==> config.mk <==
export PLATFORM = sky130hd
export DESIGN_NAME = arfa_top
export DESIGN_NICKNAME = d
export VERILOG_FILES = /design/src/arfa_pkg.sv /design/src/arfa_clamp.sv /design/src/arfa_format.sv /design/src/arfa_top.sv
export VERILOG_INCLUDE_DIRS = /design/src
export SDC_FILE = /design/constraint.sdc
export NUM_CORES = 1
export LEC_CHECK = 0
export ABC_AREA = 1
export BUFFER_PORTS_ARGS = -buffer_cell sky130_fd_sc_hd__buf_2
export CAP_MARGIN = 10
export CORE_MARGIN = 5
export CORE_UTILIZATION = 50
export CTS_CLUSTER_DIAMETER = 200
export DETAILED_ROUTE_END_ITERATION = 7
export PLACE_DENSITY = 0.71
export REMOVE_ABC_BUFFERS = 1
export SETUP_SLACK_MARGIN = 0.3
export SLEW_MARGIN = 20
export SYNTH_ARGS = -nofsm -noshare
export SYNTH_HDL_FRONTEND = slang
export SYNTH_SLANG_ARGS = --single-unit
==> constraint.sdc <==
create_clock -name mclk_i -period 6.3 [get_ports mclk_i]
set_clock_uncertainty 0.15 [all_clocks]
set_input_delay 0.315 -clock mclk_i [delete_from_list [all_inputs] [get_ports mclk_i]]
set_output_delay 0.315 -clock mclk_i [all_outputs]
set_load 0.01 [all_outputs]
==> src/arfa_defines.svh <==
// register offsets, field positions, reset values and timing counts for the result formatter
`ifndef ARFA_DEFINES_SVH
`define ARFA_DEFINES_SVH

// register byte offsets on the apb slave
`define ARFA_OFF_CTRL_A       12'h000
`define ARFA_OFF_CTRL_B       12'h004
`define ARFA_OFF_CTRL_C       12'h008
`define ARFA_OFF_RESULT       12'h00C
`define ARFA_OFF_INT_FLAGS    12'h010
`define ARFA_OFF_INT_MASK     12'h014
`define ARFA_OFF_STATUS       12'h018

// control word a fields
`define ARFA_LEFT_ADJ_BIT     0
`define ARFA_DIFF_BIT         1
// control word b field
`define ARFA_ACC_LSB          0
`define ARFA_ACC_W            3
// control word c: start bit (self clearing)
`define ARFA_START_BIT        0
// interrupt flag bits
`define ARFA_IRQ_RESULT_READY_FLAG_BIT   0
`define ARFA_IRQ_OVR_BIT      1

// reset values
`define ARFA_CTRL_A_RST       2'h0
`define ARFA_CTRL_B_RST       3'h0
`define ARFA_RESULT_RST       16'h0000

// output formatting takes two peripheral clock cycles
`define ARFA_FORMAT_CYCLES    2

// single-ended and differential limits of the raw code
`define ARFA_SE_MAX           13'sh0FFF
`define ARFA_SE_MIN           13'sh0000
`define ARFA_DIFF_MAX         13'sh07FF
`define ARFA_DIFF_MIN         13'sh1800

// accumulations above this count get truncated
`define ARFA_TRUNC_LOG2       3'd4

`endif

==> src/arfa_pkg.sv <==
// types shared by the result formatter files
package arfa_pkg;

  // raw sample from the analog core: wide signed code plus mode bit
  typedef struct packed {
    logic        valid;
    logic        diff;
    logic [12:0] code;
  } arfa_sample_s;

  // configuration steering the formatter
  typedef struct packed {
    logic       left_adjust_select;
    logic       diff;
    logic [2:0] accumulation_count_select;
  } arfa_cfg_s;

  typedef enum logic [1:0] {
    ARFA_IDLE,
    ARFA_ACCUM,
    ARFA_FORMAT
  } arfa_state_e;

endpackage : arfa_pkg

==> src/arfa_clamp.sv <==
// clamps one raw conversion code into its legal range for the selected mode
`timescale 1ns/100ps
`include "arfa_defines.svh"

module arfa_clamp
  import arfa_pkg::*;
(
  input  wire logic                mclk_i,
  input  wire logic                rst_n_i,
  input  wire arfa_pkg::arfa_sample_s raw_i,
  output logic        [11:0]        code_o,
  output logic                      valid_o
);

  ////////////////////////////////////////////////////////////////////////////
  // saturation of out-of-range inputs, registered for timing
  always_ff @(posedge mclk_i)
  begin
    if (!rst_n_i)
    begin
      code_o  <= 12'h000;
      valid_o <= 1'b0;
    end
    else
    begin
      valid_o <= raw_i.valid;
      if (raw_i.diff)
      begin
        // differential: signed range -2048..2047
        if ($signed(raw_i.code) > $signed(`ARFA_DIFF_MAX))
          code_o <= 12'h7FF;
        else if ($signed(raw_i.code) < $signed(`ARFA_DIFF_MIN))
          code_o <= 12'h800;
        else
          code_o <= raw_i.code[11:0];
      end
      else
      begin
        // single-ended: 2'b10 on the top bits means above reference, 2'b11 below ground,
        // so the core can report an over-reference input at all
        if (raw_i.code[12] && !raw_i.code[11])
          code_o <= 12'hFFF;
        else if (raw_i.code[12])
          code_o <= 12'h000;
        else
          code_o <= raw_i.code[11:0];
      end
    end
  end

endmodule : arfa_clamp

==> src/arfa_format.sv <==
// turns an accumulated sum into the 16-bit result word (adjust, sign, truncate)
`timescale 1ns/100ps
`include "arfa_defines.svh"

module arfa_format
  import arfa_pkg::*;
(
  input  wire logic                mclk_i,
  input  wire logic                rst_n_i,
  input  wire logic                start_i,
  input  wire arfa_pkg::arfa_cfg_s cfg_i,
  input  wire logic        [18:0]  sum_i,
  output logic             [15:0]  word_o
);

  logic [18:0] shifted;   // sum after truncation of low bits
  logic [2:0]  width_add; // extra bits above 12 kept in the word
  logic [15:0] right_w;   // right-adjusted form
  logic [15:0] left_w;    // left-adjusted form

  ////////////////////////////////////////////////////////////////////////////
  // truncate above sixteen samples, then pick the adjust
  always_comb
  begin
    if (cfg_i.accumulation_count_select > `ARFA_TRUNC_LOG2)
    begin
      // keep the top 16 bits of the sum so nothing overflows
      shifted   = $signed(sum_i) >>> (cfg_i.accumulation_count_select - `ARFA_TRUNC_LOG2);
      width_add = `ARFA_TRUNC_LOG2;
    end
    else
    begin
      shifted   = sum_i;
      width_add = cfg_i.accumulation_count_select;
    end
    // sign bits fill the top for differential, zeros for single-ended
    right_w = shifted[15:0];
    // top value bit lands on bit 15, vacated low bits zero
    left_w  = shifted[15:0] << (3'd4 - width_add);
  end

  ////////////////////////////////////////////////////////////////////////////
  // result word captured once per finished sequence
  always_ff @(posedge mclk_i)
  begin
    if (!rst_n_i)
      word_o <= `ARFA_RESULT_RST;
    else if (start_i)
      word_o <= cfg_i.left_adjust_select ? left_w : right_w;
  end

endmodule : arfa_format

==> src/arfa_top.sv <==
// result formatting and accumulation stage with apb registers and interrupt
//
// Summary of operation
// - single-ended over reference reads 4095
// - single-ended below ground reads zero
// - differential positive overrange saturates at 2047
// - differential negative overrange saturates at -2048
// - negative differential results are sign-extended
// - default result is right-adjusted
// - left-adjust bit puts msbs in high byte
// - sum consecutive samples per accumulation count
// - above sixteen samples truncate low bits
// - right-adjusted width grows per sample doubling
// - left-adjusted top bit at bit 15
// - single-ended unsigned, differential two's complement
// - completion updates result and sets ready flag
//
// Implementation choices: the address map and the APB slave port.
`timescale 1ns/100ps
`include "arfa_defines.svh"

module arfa_top
  import arfa_pkg::*;
(
  input  wire logic        mclk_i,
  input  wire logic        rst_n_i,
  // apb slave
  input  wire logic        psel_i,
  input  wire logic        penable_i,
  input  wire logic        pwrite_i,
  input  wire logic [11:0] paddr_i,
  input  wire logic [31:0] pwdata_i,
  output logic      [31:0] prdata_o,
  output logic             pready_o,
  output logic             pslverr_o,
  // analog core sample stream
  input  wire logic        sample_valid_i,
  input  wire logic [12:0] sample_code_i,
  output logic             conv_request_o,
  // interrupt
  output logic             irq_o
);

  ////////////////////////////////////////////////////////////////////////////
  // declarations
  logic        left_adjust_select_r;     // control word a bit 0
  logic        diff_mode_r;              // control word a bit 1
  logic [2:0]  accumulation_count_select_r; // control word b, log2 of samples
  logic [1:0]  int_flags_r;              // sticky: ready, overrun
  logic [1:0]  int_mask_r;               // enables onto irq
  logic [18:0] acc_r;                    // running sum, wide for 128 samples
  logic [7:0]  count_r;                  // samples summed so far
  logic [1:0]  fmt_cnt_r;                // formatting delay counter
  arfa_state_e state_r;                  // sequence state
  logic [15:0] conversion_result_word;   // formatted result from formatter
  logic [11:0] clamp_code;               // clamped sample
  logic        clamp_valid;              // clamped sample valid
  logic        wr_en;                    // apb write access
  logic        rd_en;                    // apb read access
  logic        start_pulse;              // software start of a sequence
  logic        seq_done;                 // last formatting cycle
  logic        result_ready_flag_set;               // ready event
  logic        ovr_set;                  // sample arrived while not accumulating
  arfa_sample_s raw;                     // packed sample to clamp stage
  arfa_cfg_s    cfg;                     // packed config to formatter

  assign raw = '{valid: sample_valid_i, diff: diff_mode_r, code: sample_code_i};
  assign cfg = '{left_adjust_select: left_adjust_select_r, diff: diff_mode_r,
                 accumulation_count_select: accumulation_count_select_r};

  // single access phase: pready high during every access, zero wait states
  assign wr_en = psel_i & penable_i & pwrite_i;
  assign rd_en = psel_i & ~penable_i & ~pwrite_i;
  assign start_pulse = wr_en && (paddr_i == `ARFA_OFF_CTRL_C) && pwdata_i[`ARFA_START_BIT];

  // sign-extend (differential) or zero-extend (single-ended) a 12-bit code to the accumulator width
  function automatic logic [18:0] arfa_extend(input logic [11:0] c, input logic d);
    arfa_extend = d ? {{7{c[11]}}, c} : {7'h00, c};
  endfunction : arfa_extend

  // address is one of ours
  function automatic logic arfa_mapped(input logic [11:0] a);
    arfa_mapped = (a == `ARFA_OFF_CTRL_A) || (a == `ARFA_OFF_CTRL_B) ||
                  (a == `ARFA_OFF_CTRL_C) || (a == `ARFA_OFF_RESULT) ||
                  (a == `ARFA_OFF_INT_FLAGS) || (a == `ARFA_OFF_INT_MASK) ||
                  (a == `ARFA_OFF_STATUS);
  endfunction : arfa_mapped

  ////////////////////////////////////////////////////////////////////////////
  // sub-blocks
  arfa_clamp u_clamp (
    .mclk_i  (mclk_i),
    .rst_n_i (rst_n_i),
    .raw_i   (raw),
    .code_o  (clamp_code),
    .valid_o (clamp_valid)
  );

  arfa_format u_format (
    .mclk_i  (mclk_i),
    .rst_n_i (rst_n_i),
    .start_i (seq_done),
    .cfg_i   (cfg),
    .sum_i   (acc_r),
    .word_o  (conversion_result_word)
  );

  ////////////////////////////////////////////////////////////////////////////
  // configuration registers; changing them mid-sequence is software's hazard
  always_ff @(posedge mclk_i)
  begin
    if (!rst_n_i)
    begin
      left_adjust_select_r        <= 1'b0;
      diff_mode_r                 <= 1'b0;
      accumulation_count_select_r <= `ARFA_CTRL_B_RST;
    end
    else if (wr_en && paddr_i == `ARFA_OFF_CTRL_A)
    begin
      left_adjust_select_r <= pwdata_i[`ARFA_LEFT_ADJ_BIT];
      diff_mode_r          <= pwdata_i[`ARFA_DIFF_BIT];
    end
    else if (wr_en && paddr_i == `ARFA_OFF_CTRL_B)
      accumulation_count_select_r <= pwdata_i[`ARFA_ACC_LSB +: `ARFA_ACC_W];
  end

  ////////////////////////////////////////////////////////////////////////////
  // sequence control
  always_ff @(posedge mclk_i)
  begin
    if (!rst_n_i)
    begin
      state_r   <= ARFA_IDLE;
      acc_r     <= 19'h0_0000;
      count_r   <= 8'h00;
      fmt_cnt_r <= 2'h0;
    end
    else
    begin
      case (state_r)
        ARFA_IDLE:
        begin
          if (start_pulse)
          begin
            acc_r   <= 19'h0_0000;
            count_r <= 8'h00;
            state_r <= ARFA_ACCUM;
          end
        end
        ARFA_ACCUM:
        begin
          if (clamp_valid)
          begin
            acc_r   <= acc_r + arfa_extend(clamp_code, diff_mode_r);
            count_r <= count_r + 8'h01;
            if ((count_r + 8'h01) == (8'h01 << accumulation_count_select_r))
            begin
              fmt_cnt_r <= 2'h0;
              state_r   <= ARFA_FORMAT;
            end
          end
        end
        ARFA_FORMAT:
        begin
          fmt_cnt_r <= fmt_cnt_r + 2'h1;
          if (seq_done)
            state_r <= ARFA_IDLE;
        end
        default:
          state_r <= ARFA_IDLE;
      endcase
    end
  end

  assign seq_done = (state_r == ARFA_FORMAT) && (fmt_cnt_r == 2'(`ARFA_FORMAT_CYCLES - 1));

  ////////////////////////////////////////////////////////////////////////////
  // conversion request to the analog core, high while samples are wanted
  always_ff @(posedge mclk_i)
  begin
    if (!rst_n_i)
      conv_request_o <= 1'b0;
    else
      conv_request_o <= (state_r == ARFA_ACCUM) && !(clamp_valid &&
                        ((count_r + 8'h01) == (8'h01 << accumulation_count_select_r)));
  end

  ////////////////////////////////////////////////////////////////////////////
  // interrupt flags: set wins over a write-one clear in the same cycle
  assign result_ready_flag_set = seq_done;
  assign ovr_set    = clamp_valid && (state_r != ARFA_ACCUM);

  always_ff @(posedge mclk_i)
  begin
    if (!rst_n_i)
      int_flags_r <= 2'b00;
    else
    begin
      if (wr_en && paddr_i == `ARFA_OFF_INT_FLAGS)
        int_flags_r <= int_flags_r & ~pwdata_i[1:0] | {ovr_set, result_ready_flag_set};
      else
        int_flags_r <= int_flags_r | {ovr_set, result_ready_flag_set};
    end
  end

  always_ff @(posedge mclk_i)
  begin
    if (!rst_n_i)
      int_mask_r <= 2'b00;
    else if (wr_en && paddr_i == `ARFA_OFF_INT_MASK)
      int_mask_r <= pwdata_i[1:0];
  end

  // registered irq lags the flag by one cycle
  always_ff @(posedge mclk_i)
  begin
    if (!rst_n_i)
      irq_o <= 1'b0;
    else
      irq_o <= |(int_flags_r & int_mask_r);
  end

  ////////////////////////////////////////////////////////////////////////////
  // apb answer: data registered in setup, ready on the access cycle
  always_ff @(posedge mclk_i)
  begin
    if (!rst_n_i)
    begin
      prdata_o  <= 32'h0000_0000;
      pready_o  <= 1'b0;
      pslverr_o <= 1'b0;
    end
    else
    begin
      pready_o  <= psel_i & ~penable_i;
      pslverr_o <= psel_i & ~penable_i & ~arfa_mapped(paddr_i);
      if (rd_en)
      begin
        case (paddr_i)
          `ARFA_OFF_CTRL_A:    prdata_o <= {30'h0, diff_mode_r, left_adjust_select_r};
          `ARFA_OFF_CTRL_B:    prdata_o <= {29'h0, accumulation_count_select_r};
          `ARFA_OFF_RESULT:    prdata_o <= {16'h0000, conversion_result_word};
          `ARFA_OFF_INT_FLAGS: prdata_o <= {30'h0, int_flags_r};
          `ARFA_OFF_INT_MASK:  prdata_o <= {30'h0, int_mask_r};
          `ARFA_OFF_STATUS:    prdata_o <= {30'h0, state_r};
          default:             prdata_o <= 32'h0000_0000;
        endcase
      end
    end
  end

endmodule : arfa_top

### After elaboration in Yosys (flattened, before gate mapping)

Index checks and enable logic that the tools add are counted.

* output and inout bits: 36
* bits of input ports: 63
* memory bits (writable): 0
* bits in latches: 0
* bits in read-only memories: 0
* memories kept: 0
* word-level logic and storage cells: 110
* register bits: 105

* divide/modulo/power cells: 0
* $mul: 0
* shifts and indexed selects: 3
* multiplexer cells: 25
* equal/unequal tests: 15
* bitwise gates (word level): 14
* reduce and logical (&&, ||, !) cells: 28
* magnitude comparators: 3
* add/sub/neg operators: 5

Operators by type and width (number)
* $pmux 16 s6: 1
* $mux 12: 5
* $mux 19: 3
* $pmux 19 s2: 1
* $eq 12x5->1 const B: 3
* $mux 16: 2
* $eq 12x4->1 const B: 2
* $add 19x19->19: 1
* $sshr 19x3->16: 1
* $mux 8: 2
* $pmux 8 s2: 1
* $shl 16x3->16: 1
* $mux 2: 7
* $gt 13x12->1 const B: 1
* $lt 13x12->1 const B: 1
* $eq 12x3->1 const B: 1
* $logic_not 12->1: 1
* $logic_and 1x1->1: 11
* $add 8x1->8 const B: 1
* $eq 8x8->1: 1
* $shl 1x3->8 const A: 1
* $logic_or 1x1->1: 6
* $ne 2x2->1 const B: 3
* $pmux 2 s3: 1
* 21 further kinds: 35

### Logic depth before layout (Yosys ltp)

Gate-level depths: netlist (run 1).

* depth after elaboration: 9
* depth in mapped cells: 16
* gate-level depth less buffers: 13

### Modules after synthesis

A second synthesis (run 1) with hierarchy kept.

* cell total of the unflattened synthesis: 1103
* area total of the unflattened synthesis: 6658.9 um^2

Modules (own cells, without submodules)
* arfa_top: sequential area each 1201.2 um^2, area an instance 3995.1 um^2, times used 1, cells each 629
* arfa_format: sequential area each 320.3 um^2, area an instance 1924.3 um^2, times used 1, cells each 371
* arfa_clamp: sequential area each 260.2 um^2, area an instance 739.5 um^2, times used 1, cells each 103

### Worst setup path after synthesis (run 1)

No wires, ideal clock.

* path type: register to register
* start: register accumulation_count_select_r[0]
* end: register u_format.word_o[6]
* data required time: 6.041 ns
* clock period less this slack: 2.366 ns
* arrival: 2.107 ns
* cell stages (with the launch flop): 15
* library setup time: 0.109 ns
* buffers on the path: 4
* setup slack: 3.934 ns
* cell sequence: dfxtp_1 -> buf_6 -> inv_2 -> nor2_4 -> inv_1 -> buf_2 -> ha_1 -> clkbuf_1 -> inv_1 -> clkbuf_1 -> nand3_1 -> nand3_1 -> nand3_1 -> nand2_1 -> inv_1

* word-level cells in the longest chain between the ends: 5
* elaborated cells on any way between the ends: 8
* those cells by class: 2 x add/sub; 1 x order compare; 2 x shift; 3 x mux

Ends and longest elaborated chain
* start: declaration: line arfa_top.sv:48 `logic [2:0] accumulation_count_select_r;`
* start signal: assignment: line arfa_top.sv:116 `` accumulation_count_select_r <= `ARFA_CTRL_B_RST; ``
* start signal: assignment: line arfa_top.sv:124 `` accumulation_count_select_r <= pwdata_i[`ARFA_ACC_LSB +: `ARFA_ACC_W]; ``
* $gt 3x3->1 (no line) or $sub 3x3->3 (tied branches)
* $mux 3 or $sshr 19x3->16 (tied branches): line arfa_format.sv:25, arfa_format.sv:28
* $sub 3x3->3 or $mux 16 (tied branches): line arfa_format.sv:39, arfa_format.sv:25
* $shl 16x3->16: line arfa_format.sv:39 `left_w = shifted[15:0] << (3'd4 - width_add);`
* $mux 16 *: line arfa_format.sv:49 `word_o <= cfg_i.left_adjust_select ? left_w : right_w;`
* end signal: assignment: line arfa_format.sv:47 `` word_o <= `ARFA_RESULT_RST; ``
* end signal: assignment: line arfa_format.sv:49
* end: declaration: line arfa_format.sv:13 `output logic [15:0] word_o`

Every way passes the cells marked *; elsewhere a longest branch is shown, timed or not.
A chain may end at the register's enable or synchronous reset.

### Worst setup path after layout (run 1)

* start: register accumulation_count_select_r[0]
* end: register u_format.word_o[14]

The elaborated chain is that of the path after synthesis.

==> impl_results.html, run 1 <==
<table>
<tr><th>Metric</th><th>Value</th></tr>
<tr><th colspan="2">Power</th></tr>
<tr><td>Fraction of power spent switching nets</td><td>0.288</td></tr>
<tr><td>Static Leak</td><td>3.12 nW</td></tr>
<tr><td>Portion of total power attributed to sequential cells</td><td>0.444</td></tr>
<tr><td>Psw</td><td>0.402 mW</td></tr>
<tr><td>Power Dens Cells</td><td>199 nW/µm²</td></tr>
<tr><td>Share of power burned in the clock network</td><td>0.386</td></tr>
<tr><td>Worst-case vdd ir drop</td><td>0.135 mV</td></tr>
<tr><td>Internal power contribution</td><td>between 0.9 and 1 mW</td></tr>
<tr><td>Logic gate share of total power</td><td>0.170</td></tr>
<tr><th colspan="2">Critical path</th></tr>
<tr><td>Path type of the worst setup path</td><td>flip-flop to flip-flop</td></tr>
<tr><td>Category of the worst setup path capture point</td><td>flip-flop</td></tr>
<tr><td>Crit path DAT</td><td>about 3.6 ns</td></tr>
<tr><td>Cell seen most often among critical-path stages</td><td>sky130_fd_sc_hd__nand2_1</td></tr>
<tr><td>Critical Path Start Type</td><td>flip-flop</td></tr>
<tr><td>Slowest CP cell</td><td>sky130_fd_sc_hd__ha_1</td></tr>
<tr><td>Minimum setup slack among reg-to-reg paths</td><td>2.83 ns</td></tr>
<tr><td>Worst Reg-to-Reg Cells</td><td>13</td></tr>
<tr><td>Cell-by-cell trace of the critical path</td><td>buf_4, inv_2, nor2_4, inv_1, ha_1, inv_1, nand2_1, o21bai_1, nand2_1, nand2_1, nand3_1, nand2_1, inv_1</td></tr>
<tr><td>Reg2Reg Launch Point</td><td>accumulation_count_select_r[0]</td></tr>
<tr><td>Terminus of the critical flop-to-flop path</td><td>u_format.word_o[14]</td></tr>
<tr><td>Largest fanout on the critical path</td><td>43</td></tr>
<tr><td>Required @ worst endpoint</td><td>6.40 ns</td></tr>
<tr><td>Stage delay of the slowest cell on the critical path</td><td>0.72 ns</td></tr>
<tr><th colspan="2">Min path</th></tr>
<tr><td>Cell count of the worst hold path</td><td>3</td></tr>
<tr><td>Startpoint of the tightest hold check path</td><td>psel_i</td></tr>
<tr><td>Hold Crit Class</td><td>input pin to flip-flop</td></tr>
<tr><td>Worst hold endpoint</td><td>pready_o</td></tr>
<tr><th colspan="2">Global route</th></tr>
<tr><td>Global-route layer with the greatest usage</td><td>met2</td></tr>
<tr><td>Global-route wire length before repair</td><td>25900 µm</td></tr>
<tr><td>Met2 Use GR</td><td>0.316</td></tr>
<tr><td>Maximum number of pins on one net before global-route repair</td><td>57</td></tr>
<tr><td>Vias in the first global route</td><td>5722</td></tr>
<tr><td>Initial antenna violation count</td><td>0</td></tr>
<tr><td>Met1 track utilization from global routing</td><td>0.258</td></tr>
<tr><td>Global routing usage on met3</td><td>0.0364</td></tr>
<tr><td>Total track usage</td><td>0.193</td></tr>
<tr><td>Total global routing overflow</td><td>0</td></tr>
<tr><th colspan="2">Place</th></tr>
<tr><td>Weighted congestion at the end of routability-driven global placement</td><td>0.908</td></tr>
<tr><td>Number of instances in the placed design</td><td>1251</td></tr>
<tr><td>Detailed placement HPWL</td><td>11500 µm</td></tr>
<tr><td>IO Port Bufs</td><td>53</td></tr>
<tr><th colspan="2">Route</th></tr>
<tr><td>Remaining routing DRC violations</td><td>0</td></tr>
<tr><td>Post-detailed-route via-to-cell ratio</td><td>5.14</td></tr>
<tr><td>Iter 0 DRT Violations</td><td>423</td></tr>
<tr><td>Remaining number of nets flagged by the antenna check after routing</td><td>0</td></tr>
<tr><td>Detailed-routing iteration count for the pre-antenna-repair pass</td><td>5</td></tr>
<tr><td>Number of vias after detailed routing</td><td>6517</td></tr>
<tr><td>Wire per inst</td><td>12.1 µm</td></tr>
<tr><td>Total Wirelength</td><td>~15000 µm</td></tr>
<tr><th colspan="2">Clocking</th></tr>
<tr><td>Number of H-tree levels</td><td>3</td></tr>
<tr><td>Buffer cell driving the clock tree root</td><td>sky130_fd_sc_hd__clkbuf_16</td></tr>
<tr><td>Number of buffers created by CTS</td><td>9</td></tr>
<tr><td>Clock sink count</td><td>~90</td></tr>
<tr><td>Clock Pin Slew Worst Setup and Hold Paths</td><td>around 0.060 ns</td></tr>
<tr><td>Number of buffers inserted by post-CTS setup repair</td><td>0</td></tr>
<tr><td>Clock buffer depth</td><td>2</td></tr>
<tr><td>Skew-Pair Late Insertion Delay</td><td>about 0.35 ns</td></tr>
<tr><td>Number of resized instances in the post-cts repair step</td><td>0</td></tr>
<tr><td>Clock tree from TritonCTS</td><td>built</td></tr>
<tr><th colspan="2">Synthesis</th></tr>
<tr><td>Flop and latch count out of synthesis</td><td>a little under 90</td></tr>
<tr><td>Proportion of register bits with asynchronous set or reset after synthesis</td><td>0</td></tr>
<tr><td>Cell count after synthesis</td><td>between 1000 and 1500</td></tr>
<tr><td>Synthesis Warnings</td><td>0</td></tr>
<tr><td>Synth Cell Area</td><td>6560 µm²</td></tr>
<tr><td>Synthesized area divided by synthesized cell count</td><td>a little over 6 µm²</td></tr>
<tr><td>Post-synth EDFFs</td><td>0</td></tr>
<tr><td>Synth cell types</td><td>between 40 and 50</td></tr>
<tr><td>Dominant synthesized flop cell</td><td>sky130_fd_sc_hd__dfxtp_1</td></tr>
<tr><td>Sequential share of the synthesized area</td><td>0.272</td></tr>
<tr><th colspan="2">Floorplan</th></tr>
<tr><td>Boundary pin count</td><td>99</td></tr>
<tr><td>Full die area</td><td>about 16000 µm²</td></tr>
<tr><td>Placeable core region</td><td>~13000 µm²</td></tr>
<tr><td>Die span in y</td><td>125 µm</td></tr>
<tr><td>Die width</td><td>125 µm</td></tr>
<tr><td>Number of placement rows</td><td>approximately 40</td></tr>
<tr><td>Initial core utilization</td><td>0.516</td></tr>
<tr><th colspan="2">STA</th></tr>
<tr><td>Clock period minus worst slack</td><td>3.47 ns</td></tr>
<tr><td>Period utilisation layout</td><td>0.551</td></tr>
<tr><td>Total negative setup slack</td><td>0 ns</td></tr>
<tr><td>Setup Viol. Count Final</td><td>0</td></tr>
<tr><td>Actual slew at the worst max-slew pin</td><td>approximately 0.94 ns</td></tr>
<tr><td>Worst-case headroom to the max-slew limit</td><td>0.371</td></tr>
<tr><td>Slew Limit Fails</td><td>0</td></tr>
<tr><td>Final hold vios</td><td>0</td></tr>
<tr><td>Achievable Freq</td><td>0.288 GHz</td></tr>
<tr><td>Setup repair after global routing missed its margin</td><td>false</td></tr>
<tr><th colspan="2">Finish</th></tr>
<tr><td>Net total in the final layout</td><td>1174</td></tr>
<tr><td>Number of cells in the finished layout apart from fillers</td><td>1267</td></tr>
<tr><td>Fraction of final layout cells sized beyond drive strength 1</td><td>0.0913</td></tr>
<tr><td>Fill cells</td><td>1390</td></tr>
<tr><td>Most frequent cells in the layout</td><td>279 x sky130_fd_sc_hd__nand2_1, 142 x sky130_fd_sc_hd__nand3_1, 113 x sky130_fd_sc_hd__inv_1</td></tr>
<tr><td>Most frequent standard cell in the layout excluding fill and tap cells</td><td>sky130_fd_sc_hd__nand2_1</td></tr>
<tr><td>Number of antenna diodes</td><td>0</td></tr>
<tr><td>Layout area overhead</td><td>6.83%</td></tr>
<tr><th colspan="2">Run</th></tr>
<tr><td>Count of max-cap constraint violations</td><td>0</td></tr>
<tr><th colspan="2">Status</th></tr>
<tr><td>Run status</td><td>completed</td></tr>
</table>
-- cell families after synthesis --
family / count (synthesis) / synth area share
simple gates: 542 / 0.357
compound gates: 228 / 0.192
buf+inv: 188 / 0.132
flops: 89 / 0.272
fa+ha+maj: 20 / 0.0393
xor+xnor: 6 / 0.00801
other cells: 1 / 0.000572
-- stage by stage --
stage | setup WS (ns) | hold WS, ns | cell area [µm²] | util | total power, mW
finish | 2.83 | 0.102 | 7010 | 0.551 | 1.39
global route | 2.46 | 0.136 | 7010 | 0.551 | 1.46
CTS | 2.85 | 0.0909 | 7010 | 0.551 | 1.40
detailed placement | 2.85 | 0.302 | 6710 | 0.527 | 0.864
global placement | 2.86 | 0.298 | 6710 | 0.527 | 0.861
floorplan | 3.11 | 0.258 | 6210 | - | 0.795
-- worst max-delay path: cells and delay by family, from the launching register on --
family                   cells  cell delay [ns]
adder cells (fa/ha/maj)      1             0.72
AND/OR/NAND/NOR              6             0.74
buffers and inverters        5             1.28
AO/OA/AOI/OAI                1             0.11
flip-flops                   1             0.32
-- power groups by stage --
stage          combinational (mW)  sequential [mW]  clock (mW)
5_1_grt                     0.268            0.622       0.569
6_report                    0.237            0.619       0.538
4_1_cts                     0.235            0.618       0.546
3_5_place_dp                0.234            0.630           0
3_3_place_gp                0.231            0.630           0
2_1_floorplan               0.170            0.625           0
-- cell usage after synthesis, types with 10 or more instances --
cell type                  instances  area [µm²]
sky130_fd_sc_hd__nand2_1         279        1050
sky130_fd_sc_hd__nand3_1         142         711
sky130_fd_sc_hd__inv_1           114         428
sky130_fd_sc_hd__a21oi_1         103         515
sky130_fd_sc_hd__dfxtp_1          89        1780
sky130_fd_sc_hd__nor2_1           84         315
sky130_fd_sc_hd__o21ai_0          82         410
sky130_fd_sc_hd__buf_4            22         165
sky130_fd_sc_hd__clkbuf_1         21        78.8
sky130_fd_sc_hd__ha_1             19         238
sky130_fd_sc_hd__buf_2            11        55.1
sky130_fd_sc_hd__o21a_1           10        75.1
-- flip-flops by register name (all words and copies together), names as in the netlist, 2 cells and up --
signal and cells:
int_mask_r 2, prdata_o 16, acc_r 19, u_format.word_o 16, accumulation_count_select_r 3, int_flags_r 2
fmt_cnt_r 2, state_r 2, u_clamp.code_o 12, count_r 8
-- worst max-delay path by stage --
stage | startpoint | to | cells past startpoint
3_5_place_dp | accumulation_count_select_r[0] | u_format.word_o[14] | 13
3_3_place_gp | accumulation_count_select_r[1] | u_format.word_o[15] | 12
4_1_cts | accumulation_count_select_r[0] | u_format.word_o[14] | 13
5_1_grt | accumulation_count_select_r[0] | u_format.word_o[15] | 12
2_1_floorplan | accumulation_count_select_r[0] | u_format.word_o[15] | 11
6_report | accumulation_count_select_r[0] | u_format.word_o[14] | 13
-- routing by layer --
layer	up-vias	wire length [µm]
met5	-	0
met4	0	206
met3	17	760
met2	146	6830
met1	2823	7540
li1	3531	-
-- final cells by class --
class	instances	area, µm²	share of cell area
multi-input cells	812	3970	0.566
well taps	172	215	0.0307
flip-flops and latches	89	1780	0.254
inverters	123	464	0.0662
clock inverters	2	38.8	0.00554
clock buffers	13	250	0.0357
repair buffers	56	290	0.0414
-- what timing repair did --
item / 4_1_cts / 5_1_grt
endpoints found under the hold margin: 1 / 0
setup endpoints to repair: 0 / 0
hold buffers: 1 / 0
Note: power is estimated with default switching activity, not from simulation.
==> run 2, diff against run 1 <==
==> constraint.sdc (replaced) <==
create_clock -name mclk_i -period 3.3 [get_ports mclk_i]
set_clock_uncertainty 0.15 [all_clocks]
set_input_delay 0.165 -clock mclk_i [delete_from_list [all_inputs] [get_ports mclk_i]]
set_output_delay 0.165 -clock mclk_i [all_outputs]
set_load 0.01 [all_outputs]
==> impl_results.html, run 2 (synthesis gave the netlist of run 1 again) <==
<table>
<tr><th>Metric</th><th>Value</th></tr>
<tr><th colspan="2">Status</th></tr>
<tr><td>Run status</td><td>completed</td></tr>
<tr><th colspan="2">Clocking</th></tr>
<tr><td>Clock Pin Slew Worst Setup and Hold Paths</td><td>0.06 ns</td></tr>
<tr><td>Clock sink count</td><td>89</td></tr>
<tr><td>Number of buffers inserted by post-CTS setup repair</td><td>0</td></tr>
<tr><td>Clock buffer depth</td><td>2</td></tr>
<tr><td>Skew-Pair Late Insertion Delay</td><td>between 0.3 and 0.4 ns</td></tr>
<tr><td>Clock tree from TritonCTS</td><td>built</td></tr>
<tr><td>Number of buffers created by CTS</td><td>9</td></tr>
<tr><td>Number of H-tree levels</td><td>3</td></tr>
<tr><td>Buffer cell driving the clock tree root</td><td>sky130_fd_sc_hd__clkbuf_16</td></tr>
<tr><th colspan="2">STA</th></tr>
<tr><td>Final hold vios</td><td>0</td></tr>
<tr><td>Clock period minus worst slack</td><td>2.81 ns</td></tr>
<tr><td>Total negative setup slack</td><td>0 ns</td></tr>
<tr><td>Actual slew at the worst max-slew pin</td><td>~0.95 ns</td></tr>
<tr><td>Slew Limit Fails</td><td>0</td></tr>
<tr><td>Achievable Freq</td><td>0.356 GHz</td></tr>
<tr><td>PnR worst setup slack</td><td>0.488 ns</td></tr>
<tr><td>Setup Viol. Count Final</td><td>0</td></tr>
<tr><td>Worst-case headroom to the max-slew limit</td><td>0.363</td></tr>
<tr><td>Period utilisation layout</td><td>0.852</td></tr>
<tr><td>Setup repair after global routing missed its margin</td><td>false</td></tr>
<tr><th colspan="2">Finish</th></tr>
<tr><td>Layout area overhead</td><td>9.71%</td></tr>
<tr><td>Number of flip-flops in the largest register</td><td>19</td></tr>
<tr><td>Largest register by flop count</td><td>acc_r</td></tr>
<tr><td>Most frequent cells in the layout</td><td>279 x sky130_fd_sc_hd__nand2_1, 142 x sky130_fd_sc_hd__nand3_1, 114 x sky130_fd_sc_hd__inv_1</td></tr>
<tr><td>Area taken by flip-flops and latches</td><td>roughly 1800 µm²</td></tr>
<tr><td>Net total in the final layout</td><td>~1200</td></tr>
<tr><td>Fill cells</td><td>roughly 1400</td></tr>
<tr><td>Most frequent standard cell in the layout excluding fill and tap cells</td><td>sky130_fd_sc_hd__nand2_1</td></tr>
<tr><td>Share of the core filled with cells in the final layout</td><td>0.566</td></tr>
<tr><td>Number of antenna diodes</td><td>0</td></tr>
<tr><td>Fraction of final layout cells sized beyond drive strength 1</td><td>0.0978</td></tr>
<tr><td>Largest registers</td><td>acc_r (19), prdata_o (16), u_format.word_o (16)</td></tr>
<tr><td>Combined area of the multi-input logic cells</td><td>between 3000 and 4000 µm²</td></tr>
<tr><th colspan="2">Place</th></tr>
<tr><td>Detailed placement HPWL</td><td>11700 µm</td></tr>
<tr><td>Worst setup timing slack at the placement stage</td><td>0.324 ns</td></tr>
<tr><td>Weighted congestion at the end of routability-driven global placement</td><td>~0.90</td></tr>
<tr><td>IO Port Bufs</td><td>53</td></tr>
<tr><th colspan="2">Route</th></tr>
<tr><td>Remaining number of nets flagged by the antenna check after routing</td><td>0</td></tr>
<tr><td>Iter 0 DRT Violations</td><td>between 400 and 500</td></tr>
<tr><td>Post-detailed-route via-to-cell ratio</td><td>5.12</td></tr>
<tr><td>Number of vias after detailed routing</td><td>6590</td></tr>
<tr><td>Wire per inst</td><td>12.2 µm</td></tr>
<tr><td>Remaining routing DRC violations</td><td>0</td></tr>
<tr><td>Total Wirelength</td><td>roughly 16000 µm</td></tr>
<tr><td>Detailed-routing iteration count for the pre-antenna-repair pass</td><td>5</td></tr>
<tr><th colspan="2">Min path</th></tr>
<tr><td>Hold Crit Class</td><td>input pin to flip-flop</td></tr>
<tr><th colspan="2">Floorplan</th></tr>
<tr><td>Full die area</td><td>approximately 16000 µm²</td></tr>
<tr><td>Die width</td><td>approximately 120 µm</td></tr>
<tr><td>Boundary pin count</td><td>99</td></tr>
<tr><td>Initial core utilization</td><td>0.516</td></tr>
<tr><td>Placeable core region</td><td>12700 µm²</td></tr>
<tr><td>Number of placement rows</td><td>41</td></tr>
<tr><td>Die span in y</td><td>125 µm</td></tr>
<tr><th colspan="2">Critical path</th></tr>
<tr><td>Sum of buffers and inverters on the critical path</td><td>3</td></tr>
<tr><td>Largest fanout on the critical path</td><td>15</td></tr>
<tr><td>Critical Path Start Type</td><td>flip-flop</td></tr>
<tr><td>Required @ worst endpoint</td><td>3.45 ns</td></tr>
<tr><td>Path type of the worst setup path</td><td>flip-flop to flip-flop</td></tr>
<tr><td>Stage delay of the slowest cell on the critical path</td><td>0.63 ns</td></tr>
<tr><td>Category of the worst setup path capture point</td><td>flip-flop</td></tr>
<tr><td>Cell-by-cell trace of the critical path</td><td>inv_2, nor2_4, inv_1, ha_4, xnor2_1, nor2_1, nand3_1, nand3_1, nand2_1, inv_1</td></tr>
<tr><td>Slowest CP cell</td><td>sky130_fd_sc_hd__nor2_1</td></tr>
<tr><td>Cell type group with the largest total delay on the critical path</td><td>simple AND/OR/NAND/NOR gates</td></tr>
<tr><td>Crit path DAT</td><td>around 3 ns</td></tr>
<tr><th colspan="2">Global route</th></tr>
<tr><td>Maximum number of pins on one net before global-route repair</td><td>56</td></tr>
<tr><td>Vias in the first global route</td><td>5853</td></tr>
<tr><td>Total global routing overflow</td><td>0</td></tr>
<tr><td>Total track usage</td><td>0.201</td></tr>
<tr><td>Initial antenna violation count</td><td>0</td></tr>
<tr><td>Global-route wire length before repair</td><td>~27000 µm</td></tr>
<tr><th colspan="2">Power</th></tr>
<tr><td>Power Dens Cells</td><td>370 nW/µm²</td></tr>
<tr><td>Worst-case vdd ir drop</td><td>0.242 mV</td></tr>
<tr><td>Static Leak</td><td>around 3.2 nW</td></tr>
<tr><th colspan="2">Run</th></tr>
<tr><td>Count of max-cap constraint violations</td><td>0</td></tr>
</table>
## run 2: cell types whose count changed in the layout (fill, tap and decap cells not counted), sizes merged
cell         delta
clkbuf          -2
buf             +8
clkinvlp        +1
dlygate4sd3    +12
## run 2: timing repair
| item | 4_1_cts | 5_1_grt |
|---|---|---|
| hold buffers | 13 | 0 |
| setup endpoints to repair | 3 | 10 |
| endpoints found under the hold margin | 12 | 0 |
| gates resized for setup | 1 | 1 |
## run 2: final timing paths
check                           slack, ns                  to  cells past startpoint                            from
worst max register to register       0.49  u_format.word_o[6]                     10  accumulation_count_select_r[0]
worst min-delay path                0.009   u_clamp.code_o[6]                      3                sample_code_i[6]
worst max-delay path                 0.49  u_format.word_o[6]                     10  accumulation_count_select_r[0]
worst min register to register       0.31         prdata_o[5]                      2              u_format.word_o[5]
## run 2: cell type report
cell class                 instances  share of cell area
tap                              172              0.0299
multi-input combinational        812               0.553
timing repair buffer              76              0.0654
sequential                        89               0.248
clock inverter                     3             0.00591
clock buffer                      11              0.0337
inverter                         123              0.0645
## run 2: metal layers
metal	part of all wire	wire length (µm)	global-route usage	up-vias
met4	0.010	159	0.0477	0
li1	-	-	-	3561
met1	0.50	7820	0.279	2875
met3	0.043	682	0.0412	13
met2	0.45	7020	0.322	141
met5	0	0	0	-
## run 2: worst reg2reg max path, delay by kind of cell, from the launching register on
kind / cells / cell delay, ns
and+or+nand+nor: 5 / 1.30
buffers and inverters: 3 / 0.51
DFF: 1 / 0.41
adders and majority gates: 1 / 0.26
xor gates and xnor gates: 1 / 0.13
## run 2: power breakdown
group / internal (mW) / switching (mW)
combinational: 0.167 / 0.301
clock: 0.598 / 0.419
sequential: 1.13 / 0.0457
## run 2: metrics by stage
stage          instance area (µm²)  cells  hold WS [ns]  power [mW]
2_1_floorplan                 6210   1024         0.108        1.52
3_3_place_gp                  6770   1259         0.198        1.65
3_5_place_dp                  6770   1259         0.204        1.65
4_1_cts                       7190   1286       0.00387        2.68
5_1_grt                       7200   1286        0.0439        2.80
6_report                      7200   1286       0.00861        2.66
